`config.mk`:
```
export PLATFORM = sky130hd
export DESIGN_NAME = sdram_ctl
export DESIGN_NICKNAME = d
export VERILOG_FILES = /design/src/pkg/sdram_ctl_pkg.sv /design/src/pkg/link_clk_if.sv /design/src/rtl/link_clk_gen.sv /design/src/rtl/sdram_ctl.sv
export SDC_FILE = /design/constraint.sdc
export NUM_CORES = 1
export LEC_CHECK = 0
export BUFFER_PORTS_ARGS = -buffer_cell sky130_fd_sc_hd__buf_2
export CORE_UTILIZATION = 40
export CTS_CLUSTER_DIAMETER = 30
export DETAILED_ROUTE_END_ITERATION = 16
export PLACE_DENSITY = 0.59
export SLEW_MARGIN = 0
export SYNTH_ARGS = -nofsm -noshare
export SYNTH_HDL_FRONTEND = slang
export SYNTH_HIERARCHICAL = 1
export SYNTH_SLANG_ARGS = --single-unit
```
`constraint.sdc`:
```
create_clock -name ref_clk -period 5.05 [get_ports ref_clk]
set_input_delay 1.515 -clock ref_clk [delete_from_list [all_inputs] [get_ports ref_clk]]
set_output_delay 1.515 -clock ref_clk [all_outputs]
set_load 0.005 [all_outputs]
```
`src/pkg/sdram_ctl_pkg.sv`:
```
/*
 * Constants for the host-side SDRAM command, refresh and power controller.
 * Assumes a 40 MHz ref_clk; the SDRAM clock is ref_clk divided by two.
 */
package sdram_ctl_pkg;

  // Software register byte offsets
  localparam logic [7:0] REG_CTRL = 8'h00;
  localparam logic [7:0] REG_MODE = 8'h04;
  localparam logic [7:0] REG_CMD = 8'h08;
  localparam logic [7:0] REG_STATUS = 8'h0C;
  localparam logic [7:0] REG_REFCNT = 8'h10;

  // CTRL fields
  localparam int CTRL_PD_BIT = 0;
  localparam int CTRL_SR_BIT = 1;
  localparam int CTRL_DQM_BIT = 2;
  localparam logic [2:0] CTRL_RESET = 3'h4;

  // MODE fields
  localparam int MODE_WBS_BIT = 9;
  localparam int MODE_ADDR_TEN_BIT = 10;
  localparam logic [11:0] MODE_RESET = 12'h020;

  // CMD register codes
  localparam logic [1:0] SWCMD_MRS = 2'h1;
  localparam logic [1:0] SWCMD_STOP = 2'h2;
  localparam logic [1:0] SWCMD_REFBURST = 2'h3;

  // Pin command codes {cs_n, ras_n, cas_n, we_n}
  localparam logic [3:0] PIN_NOP = 4'h7;
  localparam logic [3:0] PIN_DESEL = 4'hF;
  localparam logic [3:0] PIN_REFRESH = 4'h1;
  localparam logic [3:0] PIN_MRS = 4'h0;
  localparam logic [3:0] PIN_STOP = 4'h6;

  // Times
  localparam int CLK_PS = 25000;
  localparam int LINK_PS = 2 * CLK_PS;
  localparam int REFRESH_PERIOD_NS = 64000000;
  localparam int REFRESH_COUNT = 4096;
  localparam int ROW_CYCLE_PS = 63000;
  localparam int PRECHARGE_PS = 21000;
  localparam int MODE_SET_PS = 14000;
  localparam int SELF_REFRESH_EXIT_PS = 70000;
  localparam int POWERDOWN_EXIT_SETUP_PS = 8500;

  function automatic int ticks_min(input int ps);
    int t;
    t = (ps + LINK_PS - 1) / LINK_PS;
    return (t < 1) ? 1 : t;
  endfunction : ticks_min

  // Link clock periods
  localparam int REFRESH_GAP_TK =
    (REFRESH_PERIOD_NS / REFRESH_COUNT) * 1000 / LINK_PS;
  localparam int REF_WAIT_TK =
    ticks_min(ROW_CYCLE_PS) + ticks_min(PRECHARGE_PS);
  localparam int MRS_WAIT_TK = ticks_min(MODE_SET_PS);
  localparam int XSR_WAIT_TK = ticks_min(SELF_REFRESH_EXIT_PS);
  localparam int PDX_WAIT_TK = ticks_min(POWERDOWN_EXIT_SETUP_PS) + 1;

  typedef enum logic [3:0] {
    ST_IDLE = 4'h1,
    ST_PD = 4'h2,
    ST_SR = 4'h4,
    ST_SRX = 4'h8
  } ctl_state_t;

endpackage : sdram_ctl_pkg

```
`src/pkg/link_clk_if.sv`:
```
/*
 * Link clock bundle between the divider and the controller.
 * Assumes both ends run on ref_clk.
 */
`timescale 1ns/1ps
interface link_clk_if;
  logic run;
  logic tick;
  logic clk_out;
  modport gen (input run, output tick, output clk_out);
  modport ctl (output run, input tick, input clk_out);
endinterface : link_clk_if

```
`src/rtl/link_clk_gen.sv`:
```
/*
 * Divide-by-two SDRAM clock with stop control.
 * Assumes run comes from logic on ref_clk; tick marks the falling edge.
 */
`timescale 1ns/1ps
module link_clk_gen (
  input wire logic ref_clk,
  input wire logic rstn,
  link_clk_if.gen lk
);
  logic phase_r;
  logic clk_r;

  // Phase runs always so command timing continues with the clock stopped
  always_ff @(posedge ref_clk or negedge rstn) begin
    if (!rstn) begin
      phase_r <= 1'b0;
    end else begin
      phase_r <= ~phase_r;
    end
  end

  // Clock stops low; restarts only on a rising phase
  always_ff @(posedge ref_clk or negedge rstn) begin
    if (!rstn) begin
      clk_r <= 1'b0;
    end else begin
      clk_r <= ~phase_r & lk.run;
    end
  end

  assign lk.tick = phase_r;
  assign lk.clk_out = clk_r;

  phase_alt_a: assert property (@(posedge ref_clk) disable iff (!rstn)
    phase_r |=> !phase_r)
    else $error("Tick not alternating");
endmodule : link_clk_gen

```
`src/rtl/sdram_ctl.sv`:
```
/*
 * Host controller for SDRAM command, refresh and power modes.
 * Assumes software on ref_clk; the SDRAM samples pins on sdram_clk rise.
 */
// Functional notes
// (RULE1) Mode bit 9 zero bursts writes; one makes writes single-word.
// (RULE2) Mode register set holds address bit ten and bank selects low.
// (RULE3) Select low with strobes and write enable high is no-operation.
// (RULE4) Burst stop encoding ends a burst lacking auto precharge.
// (RULE5) Stopped read data ends after the CAS latency.
// (RULE6) Select high makes the device ignore command and address pins.
// (RULE7) Auto refresh uses an internal row counter, address ignored.
// (RULE8) 4096 auto refreshes per 64 ms, each issued anew.
// (RULE9) Auto refresh only with banks idle and clock enable high before.
// (RULE10) After auto refresh only no-operations until row cycle time.
// (RULE11) Precharge time met before the next refresh in a series.
// (RULE12) Self refresh: refresh encoding, clock enable low for the stay.
// (RULE13) Self refresh exit: restart clock, raise enable, then waits.
// (RULE14) Burst of 4096 refreshes before and after self refresh.
// (RULE15) Clock enable low in a burst suspends the device clock.
// (RULE16) Clock enable low with banks idle enters power-down.
// (RULE17) Suspend or power-down never longer than the refresh period.
// (RULE18) Exit cycle of clock enable rise carries a no-operation.
// (RULE19) New command one cycle after exit, plus power-down setup.
// (RULE20) Data mask high skips that write word.
// (RULE21) Data mask high disables read outputs.
// (RULE22) Read output disable follows data mask by two clocks.
`timescale 1ns/1ps
module sdram_ctl #(
  parameter int REFRESH_BURST = sdram_ctl_pkg::REFRESH_COUNT,
  parameter int REFRESH_GAP = sdram_ctl_pkg::REFRESH_GAP_TK
) (
  input wire logic ref_clk,
  input wire logic rstn,
  input wire logic [7:0] sw_addr,
  input wire logic [31:0] sw_wdata,
  input wire logic sw_wr,
  input wire logic sw_rd,
  output logic [31:0] sw_rdata,
  output logic sdram_clk,
  output logic cke,
  output logic cs_n,
  output logic ras_n,
  output logic cas_n,
  output logic we_n,
  output logic [11:0] addr,
  output logic [1:0] bank_sel,
  output logic dqm
);
  import sdram_ctl_pkg::*;

  if (REFRESH_BURST < 1 || REFRESH_BURST > 65535) begin : g_chk_burst
    $error("REFRESH_BURST out of range");
  end
  if (REFRESH_GAP < 2 || REFRESH_GAP > 65535) begin : g_chk_gap
    $error("REFRESH_GAP out of range");
  end

  localparam logic [15:0] BURST_N = 16'(REFRESH_BURST);
  localparam logic [15:0] GAP_LAST = 16'(REFRESH_GAP - 1);

  link_clk_if lk ();

  link_clk_gen u_clk (
    .ref_clk(ref_clk),
    .rstn(rstn),
    .lk(lk)
  );

  logic tick;
  assign tick = lk.tick;
  assign sdram_clk = lk.clk_out;

  // Software state
  logic [2:0] ctrl_r;
  logic [11:0] mode_r;
  logic mrs_pend_r;
  logic stop_pend_r;
  logic refb_pend_r;
  logic [31:0] rdata_r;

  // Sequencer state
  ctl_state_t state_r, state_nxt;
  logic [3:0] pin_r, pin_nxt;
  logic cke_r, cke_nxt;
  logic run_r, run_nxt;
  logic [11:0] addr_r, addr_nxt;
  logic [15:0] wait_r, wait_nxt;
  logic [15:0] burst_r, burst_nxt;
  logic sr_ready_r, sr_ready_nxt;
  logic [15:0] gap_r;
  logic due_r;
  logic [15:0] refcnt_r;
  logic take_mrs, take_stop, take_refb, ref_issue;

  function automatic logic sw_hit(input logic [7:0] off);
    return sw_wr && sw_addr == off;
  endfunction : sw_hit

  always_ff @(posedge ref_clk or negedge rstn) begin
    if (!rstn) begin
      ctrl_r <= CTRL_RESET;
      mode_r <= MODE_RESET;
    end else begin
      if (sw_hit(REG_CTRL)) begin
        ctrl_r <= sw_wdata[2:0];
      end
      if (sw_hit(REG_MODE)) begin
        mode_r <= sw_wdata[11:0]; // see RULE1
      end
    end
  end

  // Requests wait for the sequencer; a new write wins over acceptance
  always_ff @(posedge ref_clk or negedge rstn) begin
    if (!rstn) begin
      mrs_pend_r <= 1'b0;
      stop_pend_r <= 1'b0;
      refb_pend_r <= 1'b0;
    end else begin
      mrs_pend_r <= (sw_hit(REG_CMD) && sw_wdata[1:0] == SWCMD_MRS) ||
        (mrs_pend_r && !take_mrs);
      stop_pend_r <= (sw_hit(REG_CMD) && sw_wdata[1:0] == SWCMD_STOP) ||
        (stop_pend_r && !take_stop);
      refb_pend_r <= (sw_hit(REG_CMD) && sw_wdata[1:0] == SWCMD_REFBURST) ||
        (refb_pend_r && !take_refb);
    end
  end

  always_ff @(posedge ref_clk or negedge rstn) begin
    if (!rstn) begin
      rdata_r <= 32'h0000_0000;
    end else begin
      rdata_r <= 32'h0000_0000;
      if (sw_rd) begin
        case (sw_addr)
          REG_CTRL: rdata_r <= {29'h0000_0000, ctrl_r};
          REG_MODE: rdata_r <= {20'h0_0000, mode_r};
          REG_STATUS: rdata_r <= {16'h0000, burst_r != 16'h0000, due_r,
            cke_r, run_r, 8'h00, state_r};
          REG_REFCNT: rdata_r <= {16'h0000, refcnt_r};
          default: rdata_r <= 32'h0000_0000;
        endcase
      end
    end
  end
  assign sw_rdata = rdata_r;

  // Command sequencer, advanced once per link clock
  always_comb begin
    state_nxt = state_r;
    pin_nxt = PIN_NOP; // see RULE3
    cke_nxt = 1'b1;
    run_nxt = 1'b1;
    addr_nxt = 12'h000;
    wait_nxt = (wait_r != 16'h0000) ? wait_r - 16'h0001 : 16'h0000;
    burst_nxt = burst_r;
    // A withdrawn self refresh request must not skip the next burst
    sr_ready_nxt = sr_ready_r && ctrl_r[CTRL_SR_BIT];
    take_mrs = 1'b0;
    take_stop = 1'b0;
    take_refb = 1'b0;
    ref_issue = 1'b0;
    case (state_r)
      ST_IDLE: begin
        if (wait_r != 16'h0000) begin
          pin_nxt = PIN_NOP; // see RULE10
        end else if (due_r || burst_r != 16'h0000) begin
          // Only idle banks and a high enable reach here; see RULE9
          pin_nxt = PIN_REFRESH; // see RULE7
          ref_issue = 1'b1;
          wait_nxt = 16'(REF_WAIT_TK); // see RULE10 see RULE11
          if (burst_r != 16'h0000) begin
            burst_nxt = burst_r - 16'h0001;
          end
        end else if (mrs_pend_r) begin
          pin_nxt = PIN_MRS;
          addr_nxt = mode_r;
          addr_nxt[MODE_ADDR_TEN_BIT] = 1'b0; // see RULE2
          take_mrs = 1'b1;
          wait_nxt = 16'(MRS_WAIT_TK);
        end else if (stop_pend_r) begin
          pin_nxt = PIN_STOP; // see RULE4
          take_stop = 1'b1;
        end else if (refb_pend_r) begin
          burst_nxt = BURST_N;
          take_refb = 1'b1;
        end else if (ctrl_r[CTRL_SR_BIT]) begin
          if (sr_ready_r) begin
            pin_nxt = PIN_REFRESH; // see RULE12
            cke_nxt = 1'b0;
            sr_ready_nxt = 1'b0;
            state_nxt = ST_SR;
          end else begin
            burst_nxt = BURST_N; // see RULE14
            sr_ready_nxt = 1'b1;
          end
        end else if (ctrl_r[CTRL_PD_BIT]) begin
          cke_nxt = 1'b0; // see RULE16
          state_nxt = ST_PD;
        end
      end
      ST_PD: begin
        cke_nxt = 1'b0;
        // Leave early when a refresh falls due; see RULE17
        if (!ctrl_r[CTRL_PD_BIT] || due_r) begin
          cke_nxt = 1'b1; // see RULE18
          wait_nxt = 16'(PDX_WAIT_TK); // see RULE19
          state_nxt = ST_IDLE;
        end
      end
      ST_SR: begin
        cke_nxt = 1'b0; // see RULE12
        run_nxt = 1'b0;
        if (!ctrl_r[CTRL_SR_BIT]) begin
          run_nxt = 1'b1; // see RULE13
          state_nxt = ST_SRX;
        end
      end
      ST_SRX: begin
        cke_nxt = 1'b1; // see RULE13
        wait_nxt = 16'(XSR_WAIT_TK);
        burst_nxt = BURST_N; // see RULE14
        state_nxt = ST_IDLE;
      end
      default: begin
        state_nxt = ST_IDLE;
      end
    endcase
    if (!tick) begin
      state_nxt = state_r;
      pin_nxt = pin_r;
      cke_nxt = cke_r;
      run_nxt = run_r;
      addr_nxt = addr_r;
      wait_nxt = wait_r;
      burst_nxt = burst_r;
      sr_ready_nxt = sr_ready_r;
      take_mrs = 1'b0;
      take_stop = 1'b0;
      take_refb = 1'b0;
      ref_issue = 1'b0;
    end
  end

  always_ff @(posedge ref_clk or negedge rstn) begin
    if (!rstn) begin
      state_r <= ST_IDLE;
      pin_r <= PIN_DESEL;
      cke_r <= 1'b1;
      run_r <= 1'b1;
      addr_r <= 12'h000;
      wait_r <= 16'h0000;
      burst_r <= 16'h0000;
      sr_ready_r <= 1'b0;
    end else begin
      state_r <= state_nxt;
      pin_r <= pin_nxt;
      cke_r <= cke_nxt;
      run_r <= run_nxt;
      addr_r <= addr_nxt;
      wait_r <= wait_nxt;
      burst_r <= burst_nxt;
      sr_ready_r <= sr_ready_nxt;
    end
  end

  // Refresh spacing timer; a new due wins over the clear
  always_ff @(posedge ref_clk or negedge rstn) begin
    if (!rstn) begin
      gap_r <= 16'h0000;
      due_r <= 1'b0;
      refcnt_r <= 16'h0000;
    end else begin
      if (ref_issue) begin
        refcnt_r <= refcnt_r + 16'h0001;
      end
      if (state_r == ST_SR || ref_issue) begin
        gap_r <= 16'h0000;
      end else if (tick) begin
        gap_r <= (gap_r >= GAP_LAST) ? 16'h0000 : gap_r + 16'h0001;
      end
      if (tick && state_r != ST_SR && gap_r >= GAP_LAST) begin
        due_r <= 1'b1; // see RULE8
      end else if (state_r == ST_SR || ref_issue) begin
        due_r <= 1'b0;
      end
    end
  end

  assign lk.run = run_r;
  assign cke = cke_r;
  assign {cs_n, ras_n, cas_n, we_n} = pin_r;
  assign addr = addr_r;
  assign bank_sel = 2'h0; // see RULE2
  assign dqm = ctrl_r[CTRL_DQM_BIT]; // see RULE21

  // Ticks since the last refresh outside self refresh
  logic [15:0] since_r;
  always_ff @(posedge ref_clk or negedge rstn) begin
    if (!rstn) begin
      since_r <= 16'h0000;
    end else if (state_r == ST_SR || ref_issue) begin
      since_r <= 16'h0000;
    end else if (tick && since_r != 16'hFFFF) begin
      since_r <= since_r + 16'h0001;
    end
  end

  mrs_addr_a: assert property (@(posedge ref_clk) // see RULE2
    disable iff (!rstn)
    pin_r == PIN_MRS |-> !addr_r[MODE_ADDR_TEN_BIT] && bank_sel == 2'h0)
    else $error("Mode set with address bit ten or bank high");

  ref_nop_a: assert property (@(posedge ref_clk) // see RULE10
    disable iff (!rstn)
    tick && pin_nxt == PIN_REFRESH && cke_nxt |=> ##2 pin_r == PIN_NOP)
    else $error("Command right after auto refresh");

  ref_cke_a: assert property (@(posedge ref_clk) // see RULE9
    disable iff (!rstn)
    $changed(pin_r) && pin_r == PIN_REFRESH && cke_r |-> $past(cke_r, 2))
    else $error("Auto refresh after low clock enable");

  sr_cke_a: assert property (@(posedge ref_clk) // see RULE12
    disable iff (!rstn)
    state_r == ST_SR |-> !cke_r)
    else $error("Clock enable high in self refresh");

  exit_nop_a: assert property (@(posedge ref_clk) // see RULE18
    disable iff (!rstn)
    $rose(cke_r) |-> pin_r == PIN_NOP || pin_r == PIN_DESEL)
    else $error("Command with clock enable rise");

  exit_gap_a: assert property (@(posedge ref_clk) // see RULE19
    disable iff (!rstn)
    $rose(cke_r) |-> (pin_r == PIN_NOP)[*4])
    else $error("Command too soon after exit");

  sr_restart_a: assert property (@(posedge ref_clk) // see RULE13
    disable iff (!rstn)
    $rose(cke_r) && $past(state_r) == ST_SRX |-> $past(run_r, 2))
    else $error("Clock enable raised before clock restart");

  refresh_gap_a: assert property (@(posedge ref_clk) // see RULE8
    disable iff (!rstn)
    since_r <= 16'(REFRESH_GAP + REF_WAIT_TK + XSR_WAIT_TK + 4))
    else $error("Refresh interval exceeded");

  stop_issue_a: assert property (@(posedge ref_clk) // see RULE4
    disable iff (!rstn)
    take_stop |=> pin_r == PIN_STOP && cke_r)
    else $error("Burst stop not driven");

  pd_due_a: assert property (@(posedge ref_clk) // see RULE17
    disable iff (!rstn)
    state_r == ST_PD && due_r |-> ##[1:3] state_r == ST_IDLE)
    else $error("Power-down held past refresh due");
endmodule : sdram_ctl

```
Yosys cells after proc, flatten, opt, wreduce, memory -nomap -nowiden:

Cells that the tools add are included.
Widths: inputs -> output; s select.

* logic and storage cells: 168
* input port bits: 44
* register bits: 140
* output and inout port bits: 53

* add/sub/neg operators: 4
* order comparisons: 1
* bitwise operators: 2
* multiplexer cells: 86
* eq/ne operators: 26
* reduce and logical (&&, ||, !) cells: 30

Operators with widths (count)
* $mux 16: 17
* $pmux 16 s4: 1
* $mux 12: 4
* $pmux 16 s3: 1
* $mux 1: 42
* $mux 4: 10
* $add 16x1->16 const B: 2
* $pmux 16 s2: 1
* $reduce_bool 16->1: 2
* $sub 16x1->16 const B: 2
* $mux 3: 8
* $eq 8x4->1 const B: 2
* $ge 16x9->1 const B: 1
* $ne 3x3->1 const B: 5
* $ne 2x2->1 const B: 7
* $logic_and 1x1->1: 12
* $pmux 4 s3: 1
* $reduce_and 10->1: 1
* $eq 8x3->1 const B: 1
* $eq 8x5->1 const B: 1
* $logic_not 8->1: 1
* $ne 4x4->1 const B: 2
* $reduce_and 8->1: 1
* $logic_or 1x1->1: 6
* other kinds (12): 18

Longest topological paths before layout:

Gate-level depths: netlist (run 1).

* word-level depth: 10
* gate-level depth with buffers: 10
* gate-level depth less buffers: 8

By module:

Netlist (run 1), hierarchy kept.

Modules (own cells, without submodules)
* sdram_ctl: sequential area each 3012.9 um^2, area each 5834.3 um^2, cells each 570, instances 1
* link_clk_gen: sequential area each 50.0 um^2, area each 60.1 um^2, cells each 4, instances 1

Worst setup path after synthesis (run 1):

OpenSTA, ideal clock, no wires.

* path kind: input to register
* from: in sw_addr[0]
* to: reg mode_r[10]
* library setup time: 0.125 ns
* arrival time: 3.162 ns
* buffers on the path: 1
* path slack: 1.764 ns
* required time: 4.925 ns
* stages on the path: 7
* cell sequence: or4_1 > nor3_1 > nand2_1 > nor2_1 > nand2_1 > clkbuf_1 > mux2_2

* word-level cells in the longest chain between the ends: 2

RTL lines
* start, declared: RTL line sdram_ctl.sv:35 `input wire logic [7:0] sw_addr,`
* $eq 8x3->1: RTL line sdram_ctl.sv:97 `return sw_wr && sw_addr == off;`
* $logic_and 1x1->1: RTL line sdram_ctl.sv:97
* end signal, assigned: RTL line sdram_ctl.sv:109 `mode_r <= sw_wdata[11:0];`
* end, declared: RTL line sdram_ctl.sv:76 `logic [11:0] mode_r;`

No other way between the ends.
A chain may end at the register's enable or synchronous reset.

Final worst setup path (run 1):

* from: in sw_addr[0]
* to: reg mode_r[0]

The elaborated chain is that of the path after synthesis.

==> reports/qor.yml, run 1 <==
clock_network:
  post_cts_buffers: 0
  cts_tree: "yes"
  cts_hold_buf: 0
  clk_latency_ns: 0.42
  cts_buffer_depth: 2
  clk_pin_slew_ns: 0.05
  clock-sinks: 122
  root_buffer: "clkbuf_16"
  htreeDepth: 4
  cts_resized: 0
  cts_buffers: 17
logic_synthesis:
  async_flop_share_pct: 100
  ys_ff_latch: 122
  ys_types: 61
  synthFlopType: "dfrtp_1"
  synth_top_area_cell: "dfrtp_1"
  post-synth-top-area-fraction_pct: 48.4
  synth_area_per_cell_um2: 10.3
  syn_inst: 574
  synth_seq_area_share_pct: 52.0
  synth_edf_count: 0
  synth_area_um2: 5890
  synth_area_leaders: "dfrtp_1 (48%), nor2_1 (5.2%), dfstp_2 (3.6%)"
  yosys_warnings: 6
timing:
  final_max_slew_viol_count: 0
  report.final.hold_viol_count: 0
  max_freq_ghz: 0.321
  rsz0062_at_grt: "false"
  fin_skew_ns: 0.00779
  min_period_ns: 3.11
  tightest_slew_ns: 0.969
  slew_headroom_pct: 35.2
  timing.hold.ws_ns: 0.480
  setup_viol: 0
  finalCritPeriodShare_pct: 61.7
  fin_setup_tns_ns: 0
detailed_routing:
  wire_per_inst_um: 15.7
  drt-pass1-iter-count: 5
  routed_wl_um: 12900
  vias: 4433
  viasPerCell: 5.39
  ant_nets: 0
  drtIter0Drc: 377
  drc: 0
place:
  gp_congestion: 0.786
  portBuffers: 57
  hpwl_um: 8920
critical_path:
  crit_fanout: 12
  end_kind: "flip-flop"
  worst_r2r_endpoint: "burst_r[8]$_DFFE_PN0P_"
  critPathLaunchType: "primary input"
  worstReg2RegStart: "wait_r[0]$_DFFE_PN0P_"
  crit_type: "in -> reg"
  cp-endpoint: "mode_r[0]$_DFFE_PN0P_"
  required_ns: 5.35
  cp.arrival_ns: 3.41
  rrSetupSlack_ns: 2.04
  reg2reg_depth: 8
  crit_path_start: "sw_addr[0]"
pwr:
  cellLeakagePower_uw: 0.00311
  ir_drop_mv: 0.254
  power.total_uw: 2700
  power_density_nw_per_um2: 393
finish:
  fin_nets: 678
  final_cell_mix: "dfrtp_1 (114), nor2_1 (82), buf_2 (56)"
  diodes: 0
  area_delta_synth_final_pct: 16.6
  nFillCells: 1289
  final_common_cell: "dfrtp_1"
  final_layout_size_suffix_gt1_share_pct: 21.3
global_routing:
  grt_pass1_wl_um: 21000
  grt_max_degree: 44
  grt_util_all_layers_pct: 18.3
  grt-ovfl-total: 0
  first_global_vias: 4170
  antenna_found_initial: 0
floorplan:
  io_pins: 97
  initial_utilization_pct: 41.7
  die_w_um: 123
  die_h_um: 123
  rows: 43
  core_region_area_um2: 14100
  die_area_um2: 15200
flow_run:
  drv_cap: 0
hold_path:
  hold_path_class: "reg -> reg"
  min_path_cells: 1
run_status:
  outcome: "complete, no violations"
## worst max-delay path: stages
cell	delay (ns)
buf_2	0.09
or4_1	0.55
nor3_1	0.29
nand2_1	0.09
nor2_1	0.12
nand2_1	0.35
mux2_2	0.41
## cell type report
class,count,area (um2),share of cell area (%)
sequential,122,3060,44.6
multi-input combinational,414,2590,37.7
clock buffer,19,443,6.44
timing repair buffer,63,333,4.84
tap,180,225,3.28
clock inverter,13,175,2.55
inverter,11,41.3,0.601
## synthesized netlist by cell type (all sizes together), types with 9 or more instances
master and n:
dfrtp 114, nor2 82, nand2 42, o21ai 30, buf 27, xnor2 24
a21oi 20, clkbuf 18, nand3 17, mux2 16, xor2 14, a22oi 13
nor4 12, a22o 11, and3 11, inv 11, nor3 9
## power by group
group	internal [uW]	leakage, uW	switching (uW)
clock network	832	0.000295	435
registers	1080	0.00156	120
logic	113	0.00125	121
total	2030	0.00311	676
## metrics by stage
step | instance area (um2) | utilization, % | setup WS (ns) | instances
floorplan | 5960 | - | 1.76 | 592
finish | 6870 | 48.6 | 1.94 | 822
global route | 6870 | 48.6 | 1.73 | 822
global placement | 6250 | 44.2 | 1.53 | 790
CTS | 6870 | 48.6 | 1.95 | 822
detailed placement | 6250 | 44.2 | 1.51 | 790
## flip-flops by register name, indices dropped and copies added, names as in the netlist, 3 cells and up
register,flops
burst_r,16
gap_r,16
addr,11
state_r,4
ctrl_r,3
mode_r,12
wait_r,16
pin_r,3
refcnt_r,16
sw_rdata,16
## kinds of logic (layout without fill, tap and decap cells)
| kind of cell | after synthesis | after routing | synth area share (%) |
|---|---|---|---|
| AOI/OAI and AO/OA | 109 | 109 | 12.9 |
| xor gates and xnor gates | 38 | 38 | 5.65 |
| adders and majority gates | 5 | 5 | 1.06 |
| buffers and inverters | 56 | 106 | 5.20 |
| DFF | 122 | 122 | 52.0 |
| muxes | 17 | 17 | 3.23 |
| other | 1 | 19 | 0.0636 |
| and+or+nand+nor | 226 | 226 | 20.0 |
## routing by layer
metal / up-vias / GRT usage, % / part of all wire (%)
met4: 0 / 6.70 / 0.94
li1: 2115 / - / -
met2: 114 / 26.7 / 46
met3: 11 / 5.90 / 5.3
met5: - / 0 / 0
met1: 2193 / 25.1 / 48
## worst min path at each step
stage	from	endpoint	slack (ns)
global route	pin_r[3]$_DFFE_PN1P_	pin_r[3]$_DFFE_PN1P_	0.49
CTS	refcnt_r[15]$_DFFE_PN0P_	refcnt_r[15]$_DFFE_PN0P_	0.48
finish	refcnt_r[15]$_DFFE_PN0P_	refcnt_r[15]$_DFFE_PN0P_	0.48
floorplan	u_clk/lk.tick$_DFF_PN0_	u_clk/lk.tick$_DFF_PN0_	0.41
global placement	refcnt_r[15]$_DFFE_PN0P_	refcnt_r[15]$_DFFE_PN0P_	0.46
detailed placement	refcnt_r[15]$_DFFE_PN0P_	refcnt_r[15]$_DFFE_PN0P_	0.47
Note: power is estimated with default switching activity, not from simulation.
==> inputs of run 2 (changes only) <==
--- a/config.mk
+++ b/config.mk
@@ -5,11 +5,12 @@
 export SDC_FILE = /design/constraint.sdc
 export NUM_CORES = 1
 export LEC_CHECK = 0
+export ABC_AREA = 1
 export BUFFER_PORTS_ARGS = -buffer_cell sky130_fd_sc_hd__buf_2
 export CORE_UTILIZATION = 40
 export CTS_CLUSTER_DIAMETER = 30
 export DETAILED_ROUTE_END_ITERATION = 16
-export PLACE_DENSITY = 0.59
+export PLACE_DENSITY = 0.6
 export SLEW_MARGIN = 0
 export SYNTH_ARGS = -nofsm -noshare
 export SYNTH_HDL_FRONTEND = slang
==> constraint.sdc (replaced) <==
create_clock -name ref_clk -period 2.57 [get_ports ref_clk]
set_input_delay 0.771 -clock ref_clk [delete_from_list [all_inputs] [get_ports ref_clk]]
set_output_delay 0.771 -clock ref_clk [all_outputs]
set_load 0.005 [all_outputs]
==> reports/qor.yml, run 2 <==
clock_network:
  cts_resized: 0
  cts_buffer_depth: 2
  clock-sinks: 122
  htreeDepth: 4
  post_cts_buffers: 0
  cts_buffers: 17
  clk_latency_ns: 0.43
  clk_pin_slew_ns: 0.06
  cts_tree: "yes"
  cts_hold_buf: 0
  root_buffer: "clkbuf_16"
timing:
  setup_viol: 0
  rsz0062_at_grt: "false"
  max_freq_ghz: 0.500
  slew_headroom_pct: 60.5
  finalCritPeriodShare_pct: 77.8
  fin_setup_tns_ns: 0
  setup_ws_ns: 0.570
  tightest_slew_ns: 0.586
  min_period_ns: 2.00
  final_max_slew_viol_count: 0
  fin_skew_ns: 0.00849
  report.final.hold_viol_count: 0
floorplan:
  die_area_um2: 17400
  die_w_um: 132
  initial_utilization_pct: 40.8
  die_h_um: 132
  io_pins: 97
  core_region_area_um2: 16500
  rows: 47
logic_synthesis:
  yosys_warnings: 6
  ys_ff_latch: 122
  synth_most_common_cell: "nand2_1"
  ys_types: 41
  async_flop_share_pct: 100
  synth_edf_count: 0
  synth_area_um2: 6730
  synth_area_leaders: "dfrtp_1 (42%), nand2_1 (13%), nor2_1 (8.1%)"
  yosys-top-cells-count: "nand2_1 (229), nor2_1 (146), dfrtp_1 (114), inv_1 (87), nand3_1 (81)"
  synth_seq_area_share_pct: 45.5
  synthFlopType: "dfrtp_1"
  synth_top_area_cell: "dfrtp_1"
  synth_area_per_cell_um2: 7.62
  post-synth-top-area-fraction_pct: 42.4
  syn_inst: 884
finish:
  fin_nets: 1002
  final_layout_size_suffix_gt1_share_pct: 16.7
  area_delta_synth_final_pct: 16.6
  fin_area_um2: 7850
  final_common_cell: "nand2_1"
  diodes: 0
  instances_no_fill: 1186
  nFillCells: 1646
  final_cell_mix: "nand2_1 (229), nor2_1 (146), dfrtp_1 (114)"
  fin_util_pct: 47.5
place:
  post-place-ws_ns: 0.367
  dp_cells: 1154
  hpwl_um: 11500
  place_area_um2: 7240
  portBuffers: 57
  gp_congestion: 0.870
critical_path:
  reg2reg_depth: 10
  cp.arrival_ns: 2.31
  crit_type: "reg -> reg"
  critPathLaunchType: "flip-flop"
  end_kind: "flip-flop"
  required_ns: 2.88
  crit_fanout: 6
detailed_routing:
  routed_wl_um: 15900
  viasPerCell: 4.81
  met2WireLength_um: 7050
  drc: 0
  wire_per_inst_um: 13.4
  ant_nets: 0
  routed.top_layer: "met4"
  dr_wl_met3_um: 787
  vias: 5709
  wirelength_met1_um: 7880
  drt-pass1-iter-count: 5
  drtIter0Drc: 373
pwr:
  power_density_nw_per_um2: 751
  cellLeakagePower_uw: 0.00387
  ir_drop_mv: 0.535
global_routing:
  first_global_vias: 5370
  antenna_found_initial: 0
  grt_max_degree: 41
  grt_util_all_layers_pct: 19.6
  grt-ovfl-total: 0
  grt_pass1_wl_um: 26900
flow_run:
  drv_cap: 0
hold_path:
  hold_path_class: "in -> async"
run_status:
  outcome: "complete, no violations"
==> run 2: cell count changes after synthesis, moves of 8 or more <==
cell | before | now
and3_1 | 11 | 0
o21ai_1 | 8 | 0
o21ai_0 | 21 | 30
nor2_1 | 82 | 146
nor2b_1 | 8 | 0
clkbuf_1 | 18 | 7
a22o_1 | 11 | 0
nand2_2 | 0 | 18
nand2_1 | 42 | 229
inv_1 | 11 | 87
xnor2_1 | 24 | 9
nand3_1 | 17 | 81
a22oi_1 | 13 | 1
==> run 2: final cells by class <==
cell class	instances	area (um2)	share of cell area, %
Multi-Input combinational cell	651	3140	40.0
Timing Repair Buffer	71	418	5.32
Clock inverter	13	166	2.12
Clock buffer	19	443	5.64
Sequential cell	122	3060	39.0
Inverter	90	343	4.37
Tap cell	220	275	3.51
==> run 2: report_power, final <==
part | switching, uW | total, uW | internal, uW
sequential | 316 | 2500 | 2190
combinational | 525 | 910 | 385
clock | 924 | 2480 | 1560
total | 1760 | 5890 | 4130
==> run 2: logic make-up (layout without fill, tap and decap cells) <==
logic type      count (synthesis)  in the layout  share of synthesized area (%)
other cells                     1             19                         0.0557
compound gates                 66             66                           5.43
mux                             9              9                           1.51
simple gates                  523            523                           33.9
xor+xnor                       29             29                           3.77
buf+inv                       129            193                           8.88
flops                         122            122                           45.5
fa+ha+maj                       5              5                          0.929
==> run 2: metrics by stage <==
step                      power [uW]  hold slack [ns]
after global routing            6240            0.359
after detailed placement        3440            0.437
after floorplan                 3200            0.427
final                           5890            0.319
after global placement          3420            0.425
after CTS                       5960            0.335
==> run 2: layer usage <==
metal | vias up | track usage [%]
li1 | 2913 | -
met1 | 2692 | 28.2
met2 | 90 | 28.7
met3 | 14 | 4.96
met4 | 0 | 6.72
met5 | - | 0
==> run 2: worst paths after layout <==
| check | startpoint | to | slack (ns) |
|---|---|---|---|
| setup / recovery | wait_r[0]$_DFFE_PN0P_ | refcnt_r[5]$_DFFE_PN0P_ | 0.57 |
| hold / removal | rstn | burst_r[5]$_DFFE_PN0P_ | 0.32 |
| setup reg to reg | wait_r[0]$_DFFE_PN0P_ | refcnt_r[5]$_DFFE_PN0P_ | 0.57 |
| hold reg to reg | pin_r[3]$_DFFE_PN1P_ | pin_r[3]$_DFFE_PN1P_ | 0.44 |
| max in group asynchronous | rstn | pin_r[2]$_DFFE_PN1P_ | 1.61 |
| min in group ref_clk | pin_r[3]$_DFFE_PN1P_ | pin_r[3]$_DFFE_PN1P_ | 0.44 |
==> run 2: critical path, cell delays in order (launching register included) <==
cell     delay, ns
dfrtp_1       0.37
inv_1         0.09
ha_1          0.23
inv_1         0.05
nor2_1        0.12
nand2_1       0.07
nor2_1        0.20
nand3_2       0.20
nor2_2        0.30
nand2_1       0.10
xor2_1        0.16
==> inputs of run 3 (changes only) <==
==> constraint.sdc (replaced) <==
create_clock -name ref_clk -period 1.66 [get_ports ref_clk]
set_input_delay 0.498 -clock ref_clk [delete_from_list [all_inputs] [get_ports ref_clk]]
set_output_delay 0.498 -clock ref_clk [all_outputs]
set_load 0.005 [all_outputs]
==> reports/qor.yml, run 3 (synthesis results as in run 2) <==
clock_network:
  clock-sinks: 122
  htreeDepth: 4
  root_buffer: "clkbuf_16"
  cts_buffers: 17
  clk_latency_ns: 0.42
  cts_tree: "yes"
  cts_buffer_depth: 2
  clk_pin_slew_ns: 0.06
floorplan:
  io_pins: 97
  initial_utilization_pct: 40.8
  die_w_um: 132
  core_region_area_um2: 16500
  rows: 47
  die_area_um2: 17400
  die_h_um: 132
timing:
  min_period_ns: 1.75
  timing.hold.ws_ns: 0.305
  report.final.hold_viol_count: 0
  slew_headroom_pct: 63.0
  rsz0062_at_grt: "true"
  setup_ws_ns: -0.0915
  tightest_slew_ns: 0.549
  finalCritPeriodShare_pct: 106
  fin_skew_ns: 0.00748
  setup_viol: 31
  final_max_slew_viol_count: 0
  max_freq_ghz: 0.571
pwr:
  ir_drop_mv: 0.727
  cellLeakagePower_uw: 0.00452
  power_density_nw_per_um2: 1080
finish:
  diodes: 0
  instances_no_fill: 1294
  final_layout_size_suffix_gt1_share_pct: 34.7
  fin_nets: 1110
  area_delta_synth_final_pct: 38.8
  final_cell_mix: "nand2_1 (202), dfrtp_1 (114), nor2_1 (108)"
  fin_util_pct: 56.6
  final_common_cell: "nand2_1"
  fin_area_um2: 9350
place:
  gp_congestion: 0.871
  place_area_um2: 7910
  hpwl_um: 11900
  portBuffers: 57
  dp_cells: 1235
critical_path:
  crit_type: "reg -> reg"
  end_kind: "flip-flop"
  crit_fanout: 8
  cp.arrival_ns: 2.11
  critPathLaunchType: "flip-flop"
  required_ns: 2.02
detailed_routing:
  met2WireLength_um: 8380
  drt-pass1-iter-count: 7
  ant_nets: 0
  wire_per_inst_um: 13.4
  viasPerCell: 4.76
  routed.top_layer: "met4"
  vias: 6163
  routed_wl_um: 17400
  drtIter0Drc: 289
  drc: 0
  wirelength_met1_um: 8110
  dr_wl_met3_um: 586
global_routing:
  grt_max_degree: 60
  grt_util_all_layers_pct: 20.7
  antenna_found_initial: 0
  grt_pass1_wl_um: 28600
  grt-ovfl-total: 0
  first_global_vias: 5918
flow_run:
  drv_cap: 0
hold_path:
  hold_path_class: "in -> reg"
run_status:
  violations: "setup timing"
  outcome: "finished, violations left"
==> run 3: layout make-up <==
type	count	area [um2]
fill	1465	7180
clock buffer	19	453
inverter	90	343
tap	220	275
multi-input combinational	653	3690
clock inverter	13	168
sequential	122	3060
timing repair buffer	177	1360
==> run 3: worst max-delay path, stage by stage, from the launching register on <==
cell,delay [ns]
dfrtp_1,0.39
inv_2,0.08
ha_4,0.16
nand3_4,0.08
nor2_4,0.15
nand2_2,0.09
o21ai_2,0.20
nor2_4,0.07
buf_12,0.13
buf_12,0.12
nand2_8,0.10
nand2_2,0.06
nand2_2,0.04
==> run 3: power breakdown <==
part | internal [uW] | switching, uW
Combinational | 1180 | 1290
Sequential | 3390 | 358
Clock | 2450 | 1420
Total | 7020 | 3060
==> run 3: per-layer routing <==
layer,GRT usage [%],up-vias
met4,6.91,0
met2,33.2,122
li1,-,3117
met3,3.84,23
met1,28.2,2901
met5,0,-
==> run 3: path summary, 6_finish.rpt <==
check / startpoint / end / slack (ns) / depth (start not counted)
worst max-delay path: burst_r[0]$_DFFE_PN0P_ / burst_r[1]$_DFFE_PN0P_ / -0.09 / 12
worst min register to register: pin_r[3]$_DFFE_PN1P_ / pin_r[3]$_DFFE_PN1P_ / 0.43 / 2
worst min-delay path: sw_wdata[10] / mode_r[10]$_DFFE_PN0P_ / 0.31 / 2
max in group asynchronous: rstn / cke$_DFFE_PN1P_ / 0.59 / 3
min in group asynchronous: rstn / mode_r[7]$_DFFE_PN0P_ / 0.45 / 2
worst max register to register: burst_r[0]$_DFFE_PN0P_ / burst_r[1]$_DFFE_PN0P_ / -0.09 / 12
==> run 3: per-stage QoR <==
stage	power, uW	setup slack (ns)	TNS, ns
floorplan	4950	0.00147	0
global placement	5810	-0.214	-9.70
detailed placement	5850	-0.225	-12.27
CTS	9860	-0.110	-1.37
global route	10600	-0.181	-6.23
finish	10100	-0.0915	-2.11
==> run 3: repair_timing <==
item                                    4_1_cts  5_1_grt
pin swaps                                    36       45
resized for setup                            50      107
endpoints found under the setup margin       79       80
endpoints found under the hold margin         8        0
gates cloned                                  3        1
buffers inserted                             11       15
hold buffers                                  1        0
